**config.mk**
```make
export PLATFORM = sky130hd
export DESIGN_NAME = scs_seq
export DESIGN_NICKNAME = d
export VERILOG_FILES = /design/src/logic/scs_pkg.sv /design/src/logic/scs_sync.sv /design/src/logic/scs_seq.sv
export SDC_FILE = /design/constraint.sdc
export NUM_CORES = 1
export LEC_CHECK = 0
export BUFFER_PORTS_ARGS = -buffer_cell sky130_fd_sc_hd__clkbuf_2
export CORE_MARGIN = 4
export CORE_UTILIZATION = 40
export DETAILED_ROUTE_END_ITERATION = 6
export MAX_ROUTING_LAYER = met4
export PLACE_DENSITY = 0.62
export REMOVE_ABC_BUFFERS = 1
export SYNTH_ARGS = -nofsm -noshare
export SYNTH_HDL_FRONTEND = slang
export SYNTH_SLANG_ARGS = --single-unit
```
**constraint.sdc**
```tcl
create_clock -name mclk -period 2 [get_ports mclk]
set_input_delay 0.3 -clock mclk [delete_from_list [all_inputs] [get_ports mclk]]
set_output_delay 0.3 -clock mclk [all_outputs]
set_load 0.02 [all_outputs]
```
**src/logic/scs_pkg.sv**
```systemverilog
// Shared constants and types of the converter sequencer.
// Assumes one converter clock cycle per mclk edge.
package scs_pkg;

  // ----------------------------------------------------------
  // Widths
  // ----------------------------------------------------------
  localparam int RES_W = 12;
  localparam int CNT_W = 6;
  localparam int ACQ_W = 7;

  // ----------------------------------------------------------
  // Start source and input mux codes
  // ----------------------------------------------------------
  localparam logic [2:0] SRC_TMR0    = 3'h0;
  localparam logic [2:0] SRC_TMR1    = 3'h1;
  localparam logic [2:0] SRC_TMR2    = 3'h2;
  localparam logic [2:0] SRC_PIN     = 3'h4;
  localparam logic [2:0] SRC_PIN_INV = 3'h5;
  localparam logic [2:0] SRC_CONT    = 3'h6;
  localparam logic [2:0] SRC_BUSY    = 3'h7;
  localparam logic [2:0] MUX_REF     = 3'h5;

  // ----------------------------------------------------------
  // Phase lengths in converter clock cycles
  // ----------------------------------------------------------
  localparam int PWR_SE_CYC   = 10;
  localparam int ACQ_CYC      = 3;
  localparam int PWR_CONT_CYC = 8;
  localparam int CONT_TRK_CYC = 3;
  localparam int SETTLE_CYC   = 4;
  localparam int CONV_CYC     = 13;

  // ----------------------------------------------------------
  // Least track time in dual-edge mode
  // ----------------------------------------------------------
  localparam int CLK_NS       = 50;
  localparam int T_ACQ_OFF_NS = 2500;
  localparam int T_ACQ_ON_NS  = 1500;
  localparam int ACQ_OFF_CYC  = (T_ACQ_OFF_NS + CLK_NS - 1) / CLK_NS;
  localparam int ACQ_ON_CYC   = (T_ACQ_ON_NS + CLK_NS - 1) / CLK_NS;

  // Sequencer states, Gray coded along idle, power, track, settle, convert.
  typedef enum logic [2:0] {
    ST_IDLE   = 3'b000,
    ST_PWR    = 3'b001,
    ST_TRACK  = 3'b011,
    ST_SETTLE = 3'b010,
    ST_CONV   = 3'b110
  } scs_state_t;

endpackage

```
**src/logic/scs_sync.sv**
```systemverilog
// Two-stage synchroniser for a level arriving from a pin.
// Assumes the pin is asynchronous to mclk.
`timescale 1ns/1ns
module scs_sync (
  // Clock and reset.
  input  wire logic mclk,
  input  wire logic rst,
  // Asynchronous level in, synchronised level out.
  input  wire logic async_in,
  output logic      sync_out
);

  logic meta_r;

  // The first stage feeds only the second stage.
  always_ff @(posedge mclk) begin
    if (rst) begin
      meta_r   <= 1'b0;
      sync_out <= 1'b0;
    end else begin
      meta_r   <= async_in;
      sync_out <= meta_r;
    end
  end

endmodule

```
**src/logic/scs_seq.sv**
```systemverilog
// Conversion sequencer for a 12-bit successive-approximation converter.
// Assumes the analog core follows power, hold and convert levels and
// presents its result on core_result by the last convert cycle.
`timescale 1ns/1ns
module scs_seq #(
  parameter int RES_W = scs_pkg::RES_W
) (
  // Clock and reset.
  input  wire logic             mclk,
  input  wire logic             rst,
  // Conversion start sources.
  input  wire logic             timer0_strobe,
  input  wire logic             timer1_strobe,
  input  wire logic             timer2_strobe,
  input  wire logic             external_trigger_pin,
  input  wire logic             start_busy_wr,
  // Configuration.
  input  wire logic [2:0]       start_source_select,
  input  wire logic             dual_edge_select,
  input  wire logic             auto_shutdown_en,
  input  wire logic [2:0]       input_mux_select,
  input  wire logic             ref_supply_select,
  input  wire logic             result_irq_enable,
  input  wire logic             global_irq_enable,
  input  wire logic             mask_bit_five,
  input  wire logic             result_flag_clear,
  // Analog core.
  input  wire logic [RES_W-1:0] core_result,
  output logic                  core_power_on,
  output logic                  core_hold,
  output logic                  core_convert,
  output logic [2:0]            core_mux_sel,
  output logic                  core_ref_supply,
  // Status.
  output logic [RES_W-1:0]      result_register,
  output logic                  result_ready_flag,
  output logic                  start_busy_bit,
  output logic                  track_short_flag,
  output logic                  data_ready_irq
);

  // ----------------------------------------------------------
  // Declarations
  // ----------------------------------------------------------
  localparam int CW = scs_pkg::CNT_W;
  localparam int AW = scs_pkg::ACQ_W;
  localparam logic [CW-1:0] LD_PWR_SE  = CW'(scs_pkg::PWR_SE_CYC - 1);
  localparam logic [CW-1:0] LD_PWR_CT  = CW'(scs_pkg::PWR_CONT_CYC - 1);
  localparam logic [CW-1:0] LD_TRK_CT  = CW'(scs_pkg::CONT_TRK_CYC - 1);
  localparam logic [CW-1:0] LD_SETTLE  = CW'(scs_pkg::SETTLE_CYC - 1);
  localparam logic [CW-1:0] LD_CONV    = CW'(scs_pkg::CONV_CYC - 1);
  localparam logic [AW-1:0] ACQ_MAX    = '1;
  localparam logic [AW-1:0] ACQ_LIM_OFF = AW'(scs_pkg::ACQ_OFF_CYC - 1);
  localparam logic [AW-1:0] ACQ_LIM_ON  = AW'(scs_pkg::ACQ_ON_CYC - 1);

  scs_pkg::scs_state_t st_r;
  scs_pkg::scs_state_t st_nxt;
  logic [CW-1:0]       cnt_r;
  logic [CW-1:0]       cnt_nxt;
  logic                mode_dual_r;
  logic                mode_dual_nxt;
  logic                mode_cont_r;
  logic                mode_cont_nxt;
  logic                powered_r;
  logic                powered_nxt;
  logic                strobe_r;
  logic                from_off_r;
  logic [AW-1:0]       acq_r;
  logic                pin_s;

  // ----------------------------------------------------------
  // Start strobe
  // ----------------------------------------------------------
  scs_sync u_pin_sync (
    .mclk     (mclk),
    .rst      (rst),
    .async_in (external_trigger_pin),
    .sync_out (pin_s)
  );

  // Source decode and the combined internal strobe.
  wire [2:0] sel      = start_source_select;
  wire       cont_sel = (sel == scs_pkg::SRC_CONT);
  wire       busy_sel = (sel == scs_pkg::SRC_BUSY);
  wire       edge_src = !cont_sel && !busy_sel;
  wire       tmr_lvl  = (sel == scs_pkg::SRC_TMR0) ? timer0_strobe :
                        (sel == scs_pkg::SRC_TMR1) ? timer1_strobe :
                        (sel == scs_pkg::SRC_TMR2) ? timer2_strobe : 1'b0;
  wire       pin_lvl  = (sel == scs_pkg::SRC_PIN_INV) ? ~pin_s : pin_s;
  wire       strobe_w = (sel == scs_pkg::SRC_PIN || sel == scs_pkg::SRC_PIN_INV) ? pin_lvl : tmr_lvl;
  wire       rise_w   = edge_src && strobe_w && !strobe_r;
  wire       fall_w   = edge_src && !strobe_w && strobe_r;

  // Edge classification by mode.
  // falling edge trigger
  wire se_trig  = (!dual_edge_select && fall_w) || (busy_sel && start_busy_wr);
  wire du_rise  = dual_edge_select && rise_w;
  wire du_fall  = dual_edge_select && fall_w;

  // State decode.
  wire idle_w   = (st_r == scs_pkg::ST_IDLE);
  wire trk_w    = (st_r == scs_pkg::ST_PWR) || (st_r == scs_pkg::ST_TRACK);
  wire cnt_z    = (cnt_r == '0);
  wire wr_w     = (st_r == scs_pkg::ST_CONV) && cnt_z;
  wire keep_cnt = mode_cont_r && cont_sel;
  wire irq_en_w = result_irq_enable && global_irq_enable && mask_bit_five;

  // Strobe history for edge detection.
  always_ff @(posedge mclk) begin
    if (rst) begin
      strobe_r <= 1'b0;
    end else begin
      strobe_r <= strobe_w;
    end
  end

  // ----------------------------------------------------------
  // Sequencer
  // ----------------------------------------------------------
  // Next state and phase counter; each phase lasts its load plus one, except that in dual-edge mode the falling edge ends power or track.
  always_comb begin
    st_nxt        = st_r;
    cnt_nxt       = cnt_z ? cnt_r : cnt_r - 1'b1;
    mode_dual_nxt = mode_dual_r;
    mode_cont_nxt = mode_cont_r;
    case (st_r)
      scs_pkg::ST_IDLE: begin
        if (cont_sel) begin
          mode_cont_nxt = 1'b1;
          mode_dual_nxt = 1'b0;
          st_nxt        = powered_r ? scs_pkg::ST_TRACK : scs_pkg::ST_PWR;
          cnt_nxt       = powered_r ? LD_TRK_CT : LD_PWR_CT;
        end else if (se_trig) begin
          mode_cont_nxt = 1'b0;
          mode_dual_nxt = 1'b0;
          st_nxt        = powered_r ? scs_pkg::ST_SETTLE : scs_pkg::ST_PWR;
          cnt_nxt       = powered_r ? LD_SETTLE : LD_PWR_SE;
        end else if (du_rise) begin
          mode_cont_nxt = 1'b0;
          mode_dual_nxt = 1'b1;
          st_nxt        = powered_r ? scs_pkg::ST_TRACK : scs_pkg::ST_PWR;
          cnt_nxt       = LD_PWR_SE;
        end
      end
      scs_pkg::ST_PWR: begin
        if (mode_dual_r && du_fall) begin
          st_nxt  = scs_pkg::ST_CONV;
          cnt_nxt = LD_CONV;
        end else if (cnt_z) begin
          if (!mode_dual_r && !mode_cont_r) begin
            st_nxt  = scs_pkg::ST_SETTLE;
            cnt_nxt = LD_SETTLE;
          end else begin
            st_nxt  = scs_pkg::ST_TRACK;
            cnt_nxt = LD_TRK_CT;
          end
        end
      end
      scs_pkg::ST_TRACK: begin
        if (mode_dual_r) begin
          if (du_fall) begin
            st_nxt  = scs_pkg::ST_CONV;
            cnt_nxt = LD_CONV;
          end
        end else if (cnt_z) begin
          st_nxt  = scs_pkg::ST_CONV;
          cnt_nxt = LD_CONV;
        end
      end
      scs_pkg::ST_SETTLE: begin
        if (cnt_z) begin
          st_nxt  = scs_pkg::ST_CONV;
          cnt_nxt = LD_CONV;
        end
      end
      scs_pkg::ST_CONV: begin
        if (cnt_z) begin
          st_nxt  = keep_cnt ? scs_pkg::ST_TRACK : scs_pkg::ST_IDLE;
          cnt_nxt = LD_TRK_CT;
        end
      end
      default: begin
        st_nxt  = scs_pkg::ST_IDLE;
        cnt_nxt = '0;
      end
    endcase
  end

  // Power state: up after power phase, down after a result if auto shutdown is enabled, unless repeating.
  always_comb begin
    powered_nxt = powered_r;
    if (st_r == scs_pkg::ST_PWR && st_nxt != scs_pkg::ST_PWR) begin
      powered_nxt = 1'b1;
    end else if (wr_w && auto_shutdown_en && !keep_cnt) begin
      powered_nxt = 1'b0;
    end
  end

  // Sequencer registers.
  always_ff @(posedge mclk) begin
    if (rst) begin
      st_r        <= scs_pkg::ST_IDLE;
      cnt_r       <= '0;
      mode_dual_r <= 1'b0;
      mode_cont_r <= 1'b0;
      powered_r   <= 1'b0;
    end else begin
      st_r        <= st_nxt;
      cnt_r       <= cnt_nxt;
      mode_dual_r <= mode_dual_nxt;
      mode_cont_r <= mode_cont_nxt;
      powered_r   <= powered_nxt;
    end
  end

  // ----------------------------------------------------------
  // Dual-edge track time check
  // ----------------------------------------------------------
  // least track from off or on
  wire short_w = du_fall && mode_dual_r && trk_w &&
                 (acq_r < (from_off_r ? ACQ_LIM_OFF : ACQ_LIM_ON));

  // Counts track cycles from the rising edge; flags a too early falling edge.
  always_ff @(posedge mclk) begin
    if (rst) begin
      acq_r            <= '0;
      from_off_r       <= 1'b0;
      track_short_flag <= 1'b0;
    end else begin
      if (idle_w && du_rise && !cont_sel && !se_trig) begin
        acq_r      <= '0;
        from_off_r <= !powered_r;
      end else if (trk_w && acq_r != ACQ_MAX) begin
        acq_r <= acq_r + 1'b1;
      end
      track_short_flag <= short_w || (track_short_flag && !result_flag_clear);
    end
  end

  // ----------------------------------------------------------
  // Result, flag and interrupt
  // ----------------------------------------------------------
  // core ratio captured
  // global and mask gate
  // The setting edge beats a clear in the same cycle.
  always_ff @(posedge mclk) begin
    if (rst) begin
      result_register   <= '0;
      result_ready_flag <= 1'b0;
      data_ready_irq    <= 1'b0;
    end else begin
      if (wr_w) begin
        result_register <= core_result;
      end
      result_ready_flag <= wr_w || (result_ready_flag && !result_flag_clear);
      data_ready_irq    <= wr_w && irq_en_w;
    end
  end

  // Analog front-end selections follow configuration by one cycle.
  // reference to input
  always_ff @(posedge mclk) begin
    if (rst) begin
      core_mux_sel    <= 3'h0;
      core_ref_supply <= 1'b0;
    end else begin
      core_mux_sel    <= input_mux_select;
      core_ref_supply <= ref_supply_select;
    end
  end

  // Core control levels decoded from the state.
  // busy whenever not idle
  assign start_busy_bit = !idle_w;
  assign core_power_on  = powered_r || (st_r == scs_pkg::ST_PWR);
  assign core_hold      = (st_r == scs_pkg::ST_SETTLE) || (st_r == scs_pkg::ST_CONV);
  assign core_convert   = (st_r == scs_pkg::ST_CONV);

  wire se_go = idle_w && se_trig && !cont_sel;

  // Counts the cycles of the running conversion for the length check.
  logic [4:0] conv_len_r;
  always_ff @(posedge mclk) begin
    if (rst) begin
      conv_len_r <= 5'h0;
    end else begin
      conv_len_r <= core_convert ? conv_len_r + 5'h1 : 5'h0;
    end
  end
endmodule

```
==> reports/results.tsv, run 1 <==
metric	value	unit
Cell Rows	26	
largest net degree at the start of global routing	16	
Yosys top cell area share	39.5	%
DR pass1 iterations	4	
Synth Flop Type	dfxtp_1	
Worst Setup Start Kind	flop	
Critical Path, Cell by Cell	inv_1, ha_1, nor3b_4, and2_4, inv_2, ha_1, a22oi_1, o22ai_1, a32oi_1, o22ai_1	
hold buffers post-CTS	0	
post-layout util	53.1	%
Avg Cell Area, Syn	8.22	µm²
Worst path max stage delay	0.31	ns
GRT Total Usage	17.4	%
outcome	complete, no violations	
Slew Viols, Final	0	
DR vias	2057	
area leader, netlist	dfxtp_1	
clock buffer count from CTS	5	
Slew @ Worst Pin	0.330	ns
fin crit share	93.3	%
synthesized area	2130	µm²
Die Footprint	6560	µm²
Antenna Cells	0	
Seq/Total Area, Yosys	39.5	%
hold violation count in the final report	0	
Synth Warn #	0	
placed cell count	397	
height of the die	81.0	µm
violation count after the first detailed-route iteration	139	
Total Neg Setup Slack	0	ns
storage element area	841	µm²
min cycle time layout	1.87	ns
nets	372	
max-cap viol count	0	
critical path required time	2.19	ns
worst skew pair latency	0.30	ns
area delta synth->final	28.1	%
Synth Instances	259	
# resized after CTS	0	
crit path max fanout	4	
Routed Wire Length	5290	µm
DP HPWL	4050	µm
# setup viols final	0	
DRC violations left	0	
slowest cell on the critical path	dfxtp_1	
number of global-route vias before repair	1903	
pwr/cell area	1080	nW/µm²
final setup margin	0.134	ns
H-tree Lvls	2	
Via density	5.08	
Buf/Inv on CP	2	
die width	81.0	µm
IO Pins	55	
RSZ-0062 raised after global routing	false	
Distinct cells, synth	57	
Synth async-reset ratio	0	%
Port Buffers	54	
relative slew slack	77.9	%
area of the multi-input gates	1200	µm²
total gr overflow	0	
Leakage	1.16	nW
Post-Place Setup Slack	-0.0253	ns
initial antenna violation count	0	
Antenna Nets Post-Route	0	
Core ar.	5140	µm²
worst min-delay path category	input pin to flop	
synth top area cells	dfxtp_1 39%, nand2_1 7.1%, a21oi_1 6.8%	
clock tree root driver cell	clkbuf_8	
Final Non-Filler Cells	405	
fmax	536	MHz
Post-synth EDFFs	0	
CTS Sinks	42	
share of layout cells above drive strength 1	31.3	%
post-DR wirelength/cell	13.1	µm
Max Clock Skew	0.00622	ns
WP data arrival	2.06	ns
CP Class	flop to flop	
initial core utilization	41.4	%
VDD IR max	0.000493	V
GPL Wtd Cong	0.923	
CP endpoint kind	flop	
Setup Buffers After CTS	0	
Synth Register Bits	42	
fillers	541	
first-pass GRT wire length	8670	µm
CTS Buffer Depth	2	
cell family with most CP delay	compound AO/OA/AOI/OAI gates	
flop2flop setup slack	0.13	ns
Clk pin slew, worst setup/hold paths	0.08	ns
TritonCTS clock tree	built	
-- worst reg2reg max path, delay by kind of cell, from the launching register on --
kind	cells	cell delay, ns
DFF	1	0.31
and+or+nand+nor	2	0.36
AOI/OAI and AO/OA	4	0.58
adders and majority gates	2	0.37
buffers and inverters	2	0.14
-- metal layers --
metal | vias to the layer above | global-route usage (%) | wire length (µm)
met5 | - | - | 0
met4 | 0 | 5.41 | 79
met3 | 8 | 4.10 | 314
met2 | 56 | 27.9 | 2580
met1 | 933 | 21.8 | 2310
li1 | 1060 | - | -
-- cell usage in the layout, fill, tap and decap left out, types with 4 or more instances in the layout --
master / instances
nor2_1: 22
dfxtp_1: 42
nand2_1: 40
nor3_1: 6
o21ai_0: 13
clkbuf_8: 5
clkbuf_2: 54
xor2_1: 5
a21oi_1: 29
nor2b_1: 9
buf_4: 25
ha_1: 6
o22ai_1: 4
inv_1: 8
nand3_1: 5
-- cell families after synthesis --
group / count (synthesis) / synth area share, %
flops: 42 / 39.5
compound gates: 71 / 21.7
mux: 1 / 0.470
fa+ha+maj: 6 / 3.53
buf+inv: 20 / 4.93
simple gates: 112 / 27.0
xor+xnor: 7 / 2.88
-- final timing paths --
kind | start | end | cells past startpoint
worst max-delay path | cnt_r[0]$_SDFF_PP0_ | cnt_r[0]$_SDFF_PP0_ | 10
worst min-delay path | input_mux_select[0] | core_mux_sel[0]$_SDFF_PP0_ | 2
worst max register to register | cnt_r[0]$_SDFF_PP0_ | cnt_r[0]$_SDFF_PP0_ | 10
worst min register to register | u_pin_sync.meta_r$_SDFF_PP0_ | u_pin_sync.sync_out$_SDFF_PP0_ | 1
-- stage by stage --
| step | hold WS (ns) | cell area, µm² | power [W] |
|---|---|---|---|
| after floorplan | 0.369 | 2060 | 0.00175 |
| after global placement | 0.427 | 2600 | 0.00225 |
| after detailed placement | 0.430 | 2600 | 0.00224 |
| after CTS | 0.201 | 2710 | 0.00292 |
| after global routing | 0.203 | 2730 | 0.00314 |
| final | 0.208 | 2730 | 0.00295 |
-- sequential cells by signal (all words and copies together), names as in the netlist --
name and cells:
result_register 12, acq_r 7, cnt_r 6, core_mux_sel 3, st_r 3, core_ref_supply 1
data_ready_irq 1, from_off_r 1, mode_cont_r 1, mode_dual_r 1, powered_r 1, result_ready_flag 1
strobe_r 1, track_short_flag 1, u_pin_sync.meta_r 1, u_pin_sync.sync_out 1
-- where the power goes --
part	total [W]	internal, W	leakage [nW]	switching, W
Sequential	0.000992	0.000920	0.342	0.0000724
Clock	0.000670	0.000372	0.0514	0.000297
Combinational	0.00129	0.000610	0.762	0.000675
-- synthesized netlist by cell type (2+ instances only) --
cell and count:
a21o_2 2, o22ai_1 4, a21oi_1 29, nand2_1 40, nand2b_1 3, clkbuf_1 4, o21ai_0 13, o21a_1 2
and3_2 3, and2_1 2, xor2_1 5, xnor2_1 2, o311ai_0 2, a32oi_1 2, or2b_2 2, ha_1 6
nor2_1 22, a211oi_2 2, nor2b_1 9, a211oi_1 3, nor3b_1 3, inv_1 8, and3_1 3, nor3_1 6
buf_2 2, nand4_1 3, dfxtp_1 42, nand3b_1 2, nand3_1 5
-- final cells by class --
class                      count  area share [%]
inverter                       9            1.24
multi-input combinational    197            43.9
clock buffer                   6            2.66
timing repair buffer          79            16.8
clock inverter                 2            1.38
tap                           70            3.21
sequential                    42            30.8
Note: power is estimated with default switching activity, not from simulation.
==> inputs of run 2 (changes only) <==
--- a/config.mk
+++ b/config.mk
@@ -14,4 +14,5 @@
 export REMOVE_ABC_BUFFERS = 1
 export SYNTH_ARGS = -nofsm -noshare
 export SYNTH_HDL_FRONTEND = slang
+export SYNTH_HIERARCHICAL = 1
 export SYNTH_SLANG_ARGS = --single-unit
==> constraint.sdc (replaced) <==
create_clock -name mclk -period 2 [get_ports mclk]
set_input_delay 0.3 -clock mclk [delete_from_list [all_inputs] [get_ports mclk]]
set_output_delay 0.3 -clock mclk [all_outputs]
set_load 0.01 [all_outputs]
==> run 2 against run 1 <==
The flow now finishes with violations (setup timing). Cell count increased by 3.0%. First-iteration DRC count increased by 34%. Flip-flop and latch count is the same. Combinational power is 33% higher. Clock power shrank 17%. Largest cell class unchanged.
==> reports/results.tsv, run 2 <==
metric	value	unit
post-DR wirelength/cell	13.4	µm
worst skew pair latency	0.30	ns
RSZ-0062 raised after global routing	true	
internal power	0.00201	W
Post-synth EDFFs	0	
TritonCTS clock tree	built	
Worst path max stage delay	0.40	ns
first-pass GRT wire length	9320	µm
pwr/cell area	1160	nW/µm²
IO Pins	55	
Net Sw Power	0.00127	W
VDD IR max	0.000450	V
Slew Viols, Final	0	
outcome	finished with violations	
Seq/Total Area, Yosys	39.9	%
HP Start	input_mux_select[0]	
Yosys top cell area share	39.9	%
crit path max fanout	6	
most frequent cells in the layout	54 x clkbuf_2, 40 x dfxtp_1, 38 x nand2_1	
WP data arrival	2.27	ns
Antenna Cells	0	
# setup viols final	1	
DR vias	2151	
area leader, netlist	dfxtp_1	
fin crit share	101	%
Cell Rows	26	
CP endpoint kind	flop	
area delta synth->final	34.6	%
Total Neg Setup Slack	-0.0228	ns
Hold Crit Depth	2	
synth top area cells	dfxtp_1 40%, a21oi_1 8.1%, nand2_1 6.9%	
Synth Warn #	6	
Synth async-reset ratio	0	%
nets	384	
initial antenna violation count	0	
placed cell count	406	
Synth Flop Type	dfxtp_1	
largest net degree at the start of global routing	22	
R2R Path Start	cnt_r[0]$_SDFF_PP0_	
DR pass1 iterations	4	
hold buffers post-CTS	0	
GPL Wtd Cong	0.969	
cell family with most CP delay	simple AND/OR/NAND/NOR gates	
die width	80.6	µm
CP Class	flop to flop	
worst min-delay path category	input pin to flop	
Post-Place Setup Slack	-0.0714	ns
Via density	5.16	
fmax	494	MHz
storage element area	843	µm²
final instance area	2840	µm²
CTS Buffer Depth	2	
sequential cell fraction of total power	30.8	%
Synth Register Bits	42	
violation count after the first detailed-route iteration	186	
max reg flops	12	
DRC violations left	0	
most used cell, CP	inv_2	
relative slew slack	64.4	%
Avg Cell Area, Syn	8.08	µm²
H-tree Lvls	2	
Clock Power Share	17.0	%
Clk pin slew, worst setup/hold paths	0.09	ns
DP HPWL	4200	µm
post-layout util	55.6	%
Leakage	1.22	nW
Largest regs	result_register x12, acq_r x7, cnt_r x6	
Switching Fraction	38.8	%
Slew @ Worst Pin	0.531	ns
Max Clock Skew	0.00988	ns
min cycle time layout	2.02	ns
area of the multi-input gates	1240	µm²
reg2reg end	cnt_r[2]$_SDFF_PP0_	
Post-synth top cells	42 x dfxtp_1, 39 x nand2_1, 34 x a21oi_1, 26 x nor2_1	
number of global-route vias before repair	2047	
commonest non-fill, non-tap cell in the layout	clkbuf_2	
total gr overflow	0	
initial core utilization	41.3	%
height of the die	80.6	µm
Worst Setup Start Kind	flop	
Final Non-Filler Cells	417	
Port Buffers	54	
max-cap viol count	0	
Reg with most FFs	result_register	
count leader, synth	dfxtp_1	
Gate power share	52.2	%
hold violation count in the final report	0	
final setup margin	-0.0228	ns
slowest cell on the critical path	or3b_4	
synthesized area	2110	µm²
clock buffer count from CTS	5	
violated checks	setup timing	
hold path endpoint	core_mux_sel[0]$_SDFF_PP0_	
Core ar.	5110	µm²
flop2flop setup slack	-0.02	ns
dpl cell area	2650	µm²
Antenna Nets Post-Route	0	
Synth Instances	261	
critical path required time	2.25	ns
Die Footprint	6500	µm²
GRT Total Usage	18.7	%
Distinct cells, synth	51	
Routed Wire Length	5600	µm
share of layout cells above drive strength 1	34.3	%
clock tree root driver cell	clkbuf_8	
reg2reg path depth	10	
fillers	472	
Buf/Inv on CP	3	
CTS Sinks	42	
Critical Path, Cell by Cell	inv_2, ha_4, or3b_4, nor3_4, inv_2, buf_6, o22ai_2, a221oi_2, o211a_1, a21oi_2	
run 2: cell types whose count changed in the layout (fill, tap and decap cells not counted), moves of 3 or more:
| cell | before | now |
|---|---|---|
| a21o_1 | 0 | 5 |
| a21oi_1 | 29 | 33 |
| and3_2 | 3 | 0 |
| buf_4 | 25 | 31 |
| buf_6 | 0 | 3 |
| nand2b_1 | 3 | 9 |
| nand3_1 | 5 | 1 |
| nor2_1 | 22 | 25 |
| nor2b_1 | 9 | 6 |
| o21ai_0 | 13 | 6 |
| o21ai_1 | 0 | 5 |
run 2: cell type report:
type,instances,share of cell area (%)
Clock buffer,5,2.42
Clock inverter,3,0.661
Inverter,11,1.45
Multi-Input combinational cell,198,43.8
Sequential cell,42,29.7
Tap cell,70,3.09
Timing Repair Buffer,88,18.9
run 2: logic make-up (layout without fill, tap and decap cells):
group / after synthesis / after routing / synth area share (%)
fa+ha+maj: 6 / 6 / 3.56
mux: 2 / 2 / 0.949
flops: 42 / 42 / 39.9
simple gates: 108 / 108 / 26.0
compound gates: 76 / 76 / 23.0
buf+inv: 21 / 107 / 4.15
xor+xnor: 6 / 6 / 2.49
run 2: worst max path at each step:
stage,from,to,slack (ns),cells after the start
3_5_place_dp,start_source_select[2],acq_r[5]$_SDFFE_PP0P_,-0.07,8
5_1_grt,cnt_r[0]$_SDFF_PP0_,cnt_r[2]$_SDFF_PP0_,-0.11,10
6_report,cnt_r[0]$_SDFF_PP0_,cnt_r[2]$_SDFF_PP0_,-0.02,10
4_1_cts,cnt_r[0]$_SDFF_PP0_,cnt_r[0]$_SDFF_PP0_,-0.01,10
2_1_floorplan,cnt_r[1]$_SDFF_PP0_,powered_r$_SDFFE_PP0P_,-0.21,9
3_3_place_gp,start_source_select[2],acq_r[1]$_SDFFE_PP0P_,-0.03,8
run 2: repair_timing:
item                       CTS  global route
setup endpoints to repair    3            27
resized for setup            1            19
pin swaps                    0            11
hold endpoints to repair     0             0
setup buffers                0             3
run 2: routing by layer:
layer  share of wire (%)  wire, µm  GRT usage [%]  vias up
met5                   0         0              -        -
met4                 3.6       199           8.61        0
met3                 6.4       357           4.82       22
met2                  46      2560           28.9       76
met1                  44      2490           22.9      959
li1                    -         -              -     1094
run 2: worst reg2reg max path: stages, from the launching register on:
cell and delay [ns]:
dfxtp_2 0.33, inv_2 0.07, ha_4 0.13, or3b_4 0.40, nor3_4 0.23, inv_2 0.07
buf_6 0.14, o22ai_2 0.17, a221oi_2 0.08, o211a_1 0.25, a21oi_2 0.12
run 2: power by group through the flow:
stage / Clock [W] / Combinational [W] / Sequential [W]
2_1_floorplan: 0 / 0.000842 / 0.00104
4_1_cts: 0.000574 / 0.00148 / 0.000999
3_3_place_gp: 0 / 0.00145 / 0.00101
5_1_grt: 0.000605 / 0.00188 / 0.00102
6_report: 0.000557 / 0.00171 / 0.00101
3_5_place_dp: 0 / 0.00146 / 0.00102
run 2: metrics by stage:
step,hold slack [ns],power (W)
3_3_place_gp,0.419,0.00246
5_1_grt,0.201,0.00351
4_1_cts,0.202,0.00305
3_5_place_dp,0.427,0.00248
6_report,0.208,0.00328
2_1_floorplan,0.369,0.00189
